===== src/csf_pkg.sv =====
// Constants and state type for the CPU status flag register
//
// How it works
// - Bit 15 follows accumulator A overflow
// - Bit 14 follows accumulator B overflow
// - Bit 13 sticky accumulator A saturation
// - Bit 12 sticky accumulator B saturation
// - Bit 11 is OR of overflows
// - Bit 10 is OR of saturations
// - Write sticky bits directly, or clear via bit 10
// - Bit 9 shows do loop running
// - Bit 8 half carry, byte or word
// - Bits 7..5 low priority, msb elsewhere
// - Msb set or level 7 blocks interrupts
// - Nesting disable locks bits 7..5 against status writes
// - Bit 4 shows repeat loop running
// - Bit 3 negative result
// - Bit 2 signed overflow
// - Bit 1 zero, cleared by nonzero
// - Bit 0 carry out of msb
// - All model registers memory mapped
// - Loop start address registers read only
// - Priority msb in core control bit 3
package csf_pkg;
    // -------------------------------------------------------------
    // Register addresses (byte addresses, word access)
    // -------------------------------------------------------------
    localparam logic [15:0] ADDR_STATUS    = 16'h0042;
    localparam logic [15:0] ADDR_CORE_CTRL = 16'h0044;
    localparam logic [15:0] ADDR_LOOP_LO   = 16'h003a;
    localparam logic [15:0] ADDR_LOOP_HI   = 16'h003c;
    localparam logic [15:0] STATUS_RESET   = 16'h0000;

    // -------------------------------------------------------------
    // Status bit positions
    // -------------------------------------------------------------
    localparam int unsigned BIT_OA  = 15;
    localparam int unsigned BIT_OB  = 14;
    localparam int unsigned BIT_SA  = 13;
    localparam int unsigned BIT_SB  = 12;
    localparam int unsigned BIT_OAB = 11;
    localparam int unsigned BIT_SAB = 10;
    localparam int unsigned BIT_DA  = 9;
    localparam int unsigned BIT_DC  = 8;
    localparam int unsigned BIT_IPH = 7;
    localparam int unsigned BIT_IPL = 5;
    localparam int unsigned BIT_RA  = 4;
    localparam int unsigned BIT_N   = 3;
    localparam int unsigned BIT_OV  = 2;
    localparam int unsigned BIT_Z   = 1;
    localparam int unsigned BIT_C   = 0;
    localparam int unsigned BIT_PRIO_MSB = 3;

    // ALU flag mask positions
    localparam int unsigned MSK_C  = 0;
    localparam int unsigned MSK_Z  = 1;
    localparam int unsigned MSK_OV = 2;
    localparam int unsigned MSK_N  = 3;
    localparam int unsigned MSK_DC = 4;

    localparam logic [2:0] PRIO_LOW_BLOCK = 3'h7;
    localparam int unsigned LOOP_HI_W = 7;

    typedef struct packed {
        logic        accAOvf;
        logic        accBOvf;
        logic        accASat;
        logic        accBSat;
        logic        doLoop;
        logic        halfCarry;
        logic [2:0]  prioLow;
        logic        rptLoop;
        logic        neg;
        logic        wrap;
        logic        zero;
        logic        carry;
        logic        prioMsb;
        logic [LOOP_HI_W-1:0] loopHi;
        logic [15:0] loopLo;
        logic [15:0] view;
        logic [15:0] rdData;
        logic        userBlk;
    } csf_state_s;
endpackage


===== src/csf_acc_next.sv =====
// Next-state logic of one accumulator's overflow and sticky saturation flags
`timescale 1ns/1ps
module csf_acc_next
    import csf_pkg::*;
(
    input  wire logic ovfQ,
    input  wire logic satQ,
    input  wire logic ovfUpd,
    input  wire logic ovfIn,
    input  wire logic satEvt,
    input  wire logic swWr,
    input  wire logic swOvf,
    input  wire logic swOvfAll,
    input  wire logic swSat,
    input  wire logic swSatAll,
    output logic      ovfD,
    output logic      satD
);
    always_comb begin
        ovfD = ovfQ;
        satD = satQ;
        if (ovfUpd) begin
            ovfD = ovfIn;
        end
        if (swWr) begin
            ovfD = swOvf & swOvfAll;
            satD = swSat & swSatAll;
        end
        if (satEvt) begin
            satD = 1'b1;
        end
    end
endmodule


===== src/csf_status_reg.sv =====
// CPU status flag register with core control priority msb and loop start registers
`timescale 1ns/1ps
module csf_status_reg
    import csf_pkg::*;
(
    input  wire logic        mclk,
    input  wire logic        srst,
    input  wire logic        dsWrEn,
    input  wire logic        dsRdEn,
    input  wire logic [15:0] dsAddr,
    input  wire logic [15:0] dsWrData,
    input  wire logic        aluValid,
    input  wire logic        aluByte,
    input  wire logic [15:0] aluA,
    input  wire logic [15:0] aluB,
    input  wire logic        aluCin,
    input  wire logic [4:0]  aluMask,
    input  wire logic        aluZeroKeep,
    input  wire logic        accOvfAUpd,
    input  wire logic        accOvfAIn,
    input  wire logic        accOvfBUpd,
    input  wire logic        accOvfBIn,
    input  wire logic        accSatAEvt,
    input  wire logic        accSatBEvt,
    input  wire logic        doLoopRun,
    input  wire logic        repeatRun,
    input  wire logic        prioLoad,
    input  wire logic [3:0]  prioValue,
    input  wire logic        nestingDisable,
    input  wire logic        loopStartLoad,
    input  wire logic [22:0] loopStartAddr,
    output logic [15:0]      dsRdData,
    output logic [15:0]      statusFlags,
    output logic [3:0]       cpuPriority,
    output logic             userIntBlocked
);
    // -------------------------------------------------------------
    // State
    // -------------------------------------------------------------
    csf_state_s s_q;
    csf_state_s s_d;

    logic statusWr;
    logic coreWr;
    logic accAOvfD;
    logic accASatD;
    logic accBOvfD;
    logic accBSatD;
    logic [4:0]  nibSum;
    logic [8:0]  byteSum;
    logic [16:0] wordSum;
    logic resCarry;
    logic resHalf;
    logic resNeg;
    logic resWrap;
    logic resZero;

    // -------------------------------------------------------------
    // Address decode
    // -------------------------------------------------------------
    // memory mapped access
    always_comb begin
        statusWr = 1'b0;
        coreWr   = 1'b0;
        if (dsWrEn && dsAddr == ADDR_STATUS) begin
            statusWr = 1'b1;
        end else if (dsWrEn && dsAddr == ADDR_CORE_CTRL) begin
            coreWr = 1'b1;
        end
    end

    // -------------------------------------------------------------
    // ALU result flags
    // -------------------------------------------------------------
    // Subtraction arrives as inverted operand plus carry in,
    // so carry bits read as not-borrow.
    always_comb begin
        nibSum  = {1'b0, aluA[3:0]} + {1'b0, aluB[3:0]} + {4'h0, aluCin};
        byteSum = {1'b0, aluA[7:0]} + {1'b0, aluB[7:0]} + {8'h00, aluCin};
        wordSum = {1'b0, aluA} + {1'b0, aluB} + {16'h0000, aluCin};
        if (aluByte) begin
            resHalf  = nibSum[4];
            resCarry = byteSum[8];
            resNeg   = byteSum[7];
            resWrap  = (aluA[7] == aluB[7]) && (byteSum[7] != aluA[7]);
            resZero  = (byteSum[7:0] == 8'h00);
        end else begin
            resHalf  = byteSum[8];
            resCarry = wordSum[16];
            resNeg   = wordSum[15];
            resWrap  = (aluA[15] == aluB[15]) && (wordSum[15] != aluA[15]);
            resZero  = (wordSum[15:0] == 16'h0000);
        end
    end

    // -------------------------------------------------------------
    // Accumulator flags
    // -------------------------------------------------------------
    csf_acc_next accANext (
        .ovfQ     (s_q.accAOvf),
        .satQ     (s_q.accASat),
        .ovfUpd   (accOvfAUpd),
        .ovfIn    (accOvfAIn),
        .satEvt   (accSatAEvt),
        .swWr     (statusWr),
        .swOvf    (dsWrData[BIT_OA]),
        .swOvfAll (dsWrData[BIT_OAB]),
        .swSat    (dsWrData[BIT_SA]),
        .swSatAll (dsWrData[BIT_SAB]),
        .ovfD     (accAOvfD),
        .satD     (accASatD)
    );

    csf_acc_next accBNext (
        .ovfQ     (s_q.accBOvf),
        .satQ     (s_q.accBSat),
        .ovfUpd   (accOvfBUpd),
        .ovfIn    (accOvfBIn),
        .satEvt   (accSatBEvt),
        .swWr     (statusWr),
        .swOvf    (dsWrData[BIT_OB]),
        .swOvfAll (dsWrData[BIT_OAB]),
        .swSat    (dsWrData[BIT_SB]),
        .swSatAll (dsWrData[BIT_SAB]),
        .ovfD     (accBOvfD),
        .satD     (accBSatD)
    );

    // -------------------------------------------------------------
    // Next state
    // -------------------------------------------------------------
    always_comb begin
        s_d = s_q;
        s_d.accAOvf = accAOvfD;
        s_d.accBOvf = accBOvfD;
        s_d.accASat = accASatD;
        s_d.accBSat = accBSatD;
        s_d.doLoop  = doLoopRun;
        s_d.rptLoop = repeatRun;

        if (aluValid) begin
            if (aluMask[MSK_C]) begin
                s_d.carry = resCarry;
            end
            if (aluMask[MSK_DC]) begin
                s_d.halfCarry = resHalf;
            end
            if (aluMask[MSK_N]) begin
                s_d.neg = resNeg;
            end
            if (aluMask[MSK_OV]) begin
                s_d.wrap = resWrap;
            end
            if (aluMask[MSK_Z]) begin
                if (!resZero) begin
                    s_d.zero = 1'b0;
                end else if (!aluZeroKeep) begin
                    s_d.zero = 1'b1;
                end
            end
        end

        if (prioLoad) begin
            s_d.prioLow = prioValue[2:0];
            s_d.prioMsb = prioValue[BIT_PRIO_MSB];
        end

        if (loopStartLoad) begin
            s_d.loopHi = loopStartAddr[22:16];
            s_d.loopLo = loopStartAddr[15:0];
        end

        if (statusWr) begin
            s_d.halfCarry = dsWrData[BIT_DC];
            s_d.neg       = dsWrData[BIT_N];
            s_d.wrap      = dsWrData[BIT_OV];
            s_d.zero      = dsWrData[BIT_Z];
            s_d.carry     = dsWrData[BIT_C];
            if (!nestingDisable) begin
                s_d.prioLow = dsWrData[BIT_IPH:BIT_IPL];
            end
        end

        if (coreWr && !dsWrData[BIT_PRIO_MSB]) begin
            s_d.prioMsb = 1'b0;
        end

        s_d.view = {s_d.accAOvf, s_d.accBOvf, s_d.accASat, s_d.accBSat,
                    s_d.accAOvf | s_d.accBOvf, s_d.accASat | s_d.accBSat,
                    s_d.doLoop, s_d.halfCarry, s_d.prioLow, s_d.rptLoop,
                    s_d.neg, s_d.wrap, s_d.zero, s_d.carry};

        s_d.userBlk = s_d.prioMsb || (s_d.prioLow == PRIO_LOW_BLOCK);

        // Read returns the value before any same-cycle write
        s_d.rdData = 16'h0000;
        if (dsRdEn) begin
            if (dsAddr == ADDR_STATUS) begin
                s_d.rdData = s_q.view;
            end else if (dsAddr == ADDR_CORE_CTRL) begin
                s_d.rdData[BIT_PRIO_MSB] = s_q.prioMsb;
            end else if (dsAddr == ADDR_LOOP_LO) begin
                s_d.rdData = s_q.loopLo;
            end else if (dsAddr == ADDR_LOOP_HI) begin
                s_d.rdData[LOOP_HI_W-1:0] = s_q.loopHi;
            end
        end
    end

    always_ff @(posedge mclk) begin
        if (srst) begin
            s_q <= '0;
        end else begin
            s_q <= s_d;
        end
    end

    assign dsRdData       = s_q.rdData;
    assign statusFlags    = s_q.view;
    assign cpuPriority    = {s_q.prioMsb, s_q.prioLow};
    assign userIntBlocked = s_q.userBlk;

    // -------------------------------------------------------------
    // Assertions
    // -------------------------------------------------------------
    // Word sum formed apart from the flag logic, so the word checks below are not circular
    logic [16:0] chkSum;
    assign chkSum = {aluA[15], aluA} + {aluB[15], aluB} + {16'h0000, aluCin};
endmodule


===== config.mk =====
export PLATFORM = sky130hd
export DESIGN_NAME = csf_status_reg
export DESIGN_NICKNAME = d
export VERILOG_FILES = /design/src/csf_pkg.sv /design/src/csf_acc_next.sv /design/src/csf_status_reg.sv
export SDC_FILE = /design/constraint.sdc
export NUM_CORES = 1
export LEC_CHECK = 0
export BUFFER_PORTS_ARGS = -buffer_cell sky130_fd_sc_hd__buf_2
export CELL_PAD_IN_SITES_DETAIL_PLACEMENT = 1
export CELL_PAD_IN_SITES_GLOBAL_PLACEMENT = 1
export CORE_UTILIZATION = 37
export CTS_CLUSTER_SIZE = 12
export DETAILED_ROUTE_END_ITERATION = 7
export MAX_ROUTING_LAYER = met4
export PLACE_DENSITY_LB_ADDON = 0.12
export SLEW_MARGIN = 5
export SYNTH_ARGS = -nofsm -noshare
export SYNTH_HDL_FRONTEND = slang
export SYNTH_HIERARCHICAL = 1
export SYNTH_SLANG_ARGS = --single-unit

===== constraint.sdc =====
create_clock -name mclk -period 5 [get_ports mclk]
set_clock_uncertainty 0.15 [all_clocks]
set_input_delay 0.5 -clock mclk [delete_from_list [all_inputs] [get_ports mclk]]
set_output_delay 0.5 -clock mclk [all_outputs]
set_load 0.02 [all_outputs]

==> impl_metrics.tcl <==
set metrics [dict create \
    p_switching_uw 321 \
    grt_pass1_vias 3303 \
    drc 7 \
    synth.distinct_cells 62 \
    synth_ff_type "dfxtp_1" \
    holdBufCountCts 0 \
    dieArea_um2 9690 \
    setup_violations 0 \
    async_reset_ff_share_pct 0 \
    cap_violations 0 \
    path_clk_slew_ns 0.06 \
    period_minus_slack_ns 3.30 \
    crit_required_ns 5.10 \
    outcome "finished with violations" \
    clock_latency_ns 0.34 \
    leakage_uw 0.00198 \
    cts_resized 0 \
    drtIter0Drc 89 \
    num-nets-final 634 \
    clkPwrFrac_pct 36.0 \
    avgSynthCellArea_um2 8.71 \
    io_pins 152 \
    syn_to_final_growth_pct 21.2 \
    final.setup.worst_slack_ns 1.70 \
    cp-start-kind "input pin" \
    rsz0062_at_grt "false" \
    layout-drive-gt1-share_pct 35.1 \
    clockBufferDepth 2 \
    cts_tree "yes" \
    cts_root_buffer "clkbuf_8" \
    final_common_cell "buf_2" \
    seqPwrFrac_pct 42.4 \
    die_y_um 98.4 \
    hold_slack_ns 0.231 \
    ys_seq_area_share_pct 33.2 \
    portBuffers 149 \
    via_per_inst 5.26 \
    worstHoldStart "doLoopRun" \
    avgRoutedWirePerCell_um 15.8 \
    grt_max_degree 42 \
    setup_tns_ns 0 \
    timing.rr.start "statusFlags[1]" \
    powerDensity_nw_per_um2 276 \
    critical_path.max_fanout 3 \
    placed_area_um2 3980 \
    setup.worst_path.class "input pin to flop" \
    cts_max_level 3 \
    grt.total_usage_pct 21.0 \
    clock-sinks 57 \
    hold_path.class "input pin to flop" \
    diodes 0 \
    yosys_warnings 6 \
    start_util_pct 38.9 \
    violations "design-rule violations" \
    hpwl_um 7530 \
    vias 3235 \
    synth_area_um2 3440 \
    synth_edf_count 0 \
    rows 34 \
    peakVddDrop_uv 107 \
    drt-total-wl_um 9720 \
    finalCritPeriodShare_pct 66.0 \
    syn_inst 395 \
    layout_common_cells "buf_2, nor2_1, dfxtp_1" \
    synth_fp_nets 527 \
    crit_path_end_kind "flop" \
    gp_congestion 0.902 \
    cts_buffers 9 \
    slew_viol_final 0 \
    place_ws_ns 1.40 \
    grt_pass1_wl_um 15700 \
    hold_viol_final 0 \
    max_freq_mhz 303 \
    final_antenna_net_count 0 \
    p_comb_share_pct 21.6 \
    worstSetupStartpoint "aluA[0]" \
    yosys_register_bits 57 \
    core_area_um2 8850 \
    intPower_uw 828 \
    antenna_found_initial 0 \
    maxSlewHeadroom_pct 52.1 \
    chipWidth_um 98.4 \
    grt_overflow_total 0 \
    dr.pass1.iters 8 \
    final_area_um2 4170 \
    cts_setup_buffers 0 \
    arrival_ns 3.40 \
    p_sw_share_pct 27.9 \
    worstMarginPinSlew_ns 0.718 \
]
==> sequential cells by signal, summed over array words and instances, names as in the netlist <==
signal,cells
cpuPriority,3
userIntBlocked,1
s_q,24
dsRdData,16
statusFlags,13
==> through the flow <==
| stage | power, µW | cells | util [%] |
|---|---|---|---|
| 6_report | 1150 | 615 | 47.1 |
| 5_1_grt | 1210 | 615 | 47.1 |
| 4_1_cts | 1160 | 615 | 47.1 |
| 3_5_place_dp | 746 | 599 | 45.0 |
| 3_3_place_gp | 740 | 599 | 45.0 |
| 2_1_floorplan | 664 | 395 | - |
==> synthesized netlist by cell type, types with 2 or more instances <==
library cell,count,area (µm²)
a2111o_1,2,22.5
a211oi_1,5,37.5
a21o_1,2,15.0
a21oi_1,18,90.1
a222oi_1,6,60.1
a22oi_1,10,75.1
a311o_1,2,20.0
a31oi_1,4,25.0
buf_1,3,11.3
buf_2,5,25.0
buf_4,37,278
clkbuf_1,9,33.8
dfxtp_1,57,1140
fa_1,2,40.0
ha_1,15,188
inv_1,7,26.3
mux2i_1,32,320
nand2_1,14,52.6
nand2b_1,4,25.0
nand3_1,7,35.0
nand4_1,5,31.3
nor2_1,58,218
nor2b_1,12,75.1
nor3_1,5,25.0
nor3b_1,3,22.5
nor4_1,2,12.5
o2111ai_1,2,17.5
o211ai_1,2,15.0
o21ai_0,13,65.1
o21ai_1,3,15.0
o22ai_1,3,18.8
o31ai_1,4,30.0
or2_2,2,12.5
or4_1,3,22.5
xnor2_1,3,26.3
xor2_1,8,70.1
==> final timing paths <==
kind               endpoint  slack, ns  cells past startpoint
max reg2reg  statusFlags[1]       2.85                      7
min reg2reg    dsRdData[14]       0.35                      2
min          statusFlags[9]       0.23                      2
max          statusFlags[1]       1.70                     10
==> critical path, cell delays in order <==
cell and delay (ns):
buf_2 0.11, fa_1 0.47, fa_1 0.42, nand3_1 0.14
a21oi_1 0.13, nor3_1 0.53, mux2i_1 0.27, o21ai_0 0.11
or4_1 0.53, o31ai_1 0.19
==> cell families (layout without fill, tap and decap cells) <==
group	Yosys count	count (layout)	share of synthesized area [%]
AOI/OAI and AO/OA	87	87	17.9
xor gates and xnor gates	11	11	2.80
adders and majority gates	17	17	6.62
buffers and inverters	64	176	11.5
DFF	57	57	33.2
muxes	32	32	9.31
and+or+nand+nor	127	127	18.8
==> power groups by stage <==
stage	combinational (µW)	clock (µW)	sequential, µW
after floorplan	171	0	494
after global placement	243	0	497
after detailed placement	249	0	498
after CTS	250	426	488
after global routing	276	446	490
final	248	413	487
==> cell type report <==
cell class | instances | area, µm²
clock buffer | 13 | 149
inverter | 8 | 30.0
multi-input combinational | 274 | 1900
tap | 108 | 135
clock inverter | 3 | 40.0
fill | 1098 | 4680
sequential | 57 | 1140
timing repair buffer | 152 | 768
==> layer usage <==
layer / wire [µm] / vias to the layer above / track usage (%)
met5: 0 / - / -
met4: 153 / 0 / 7.00
li1: - / 1608 / -
met2: 4950 / 97 / 37.4
met3: 464 / 12 / 3.62
met1: 4150 / 1518 / 23.9
No activity file was read; power rests on OpenSTA's default activity.
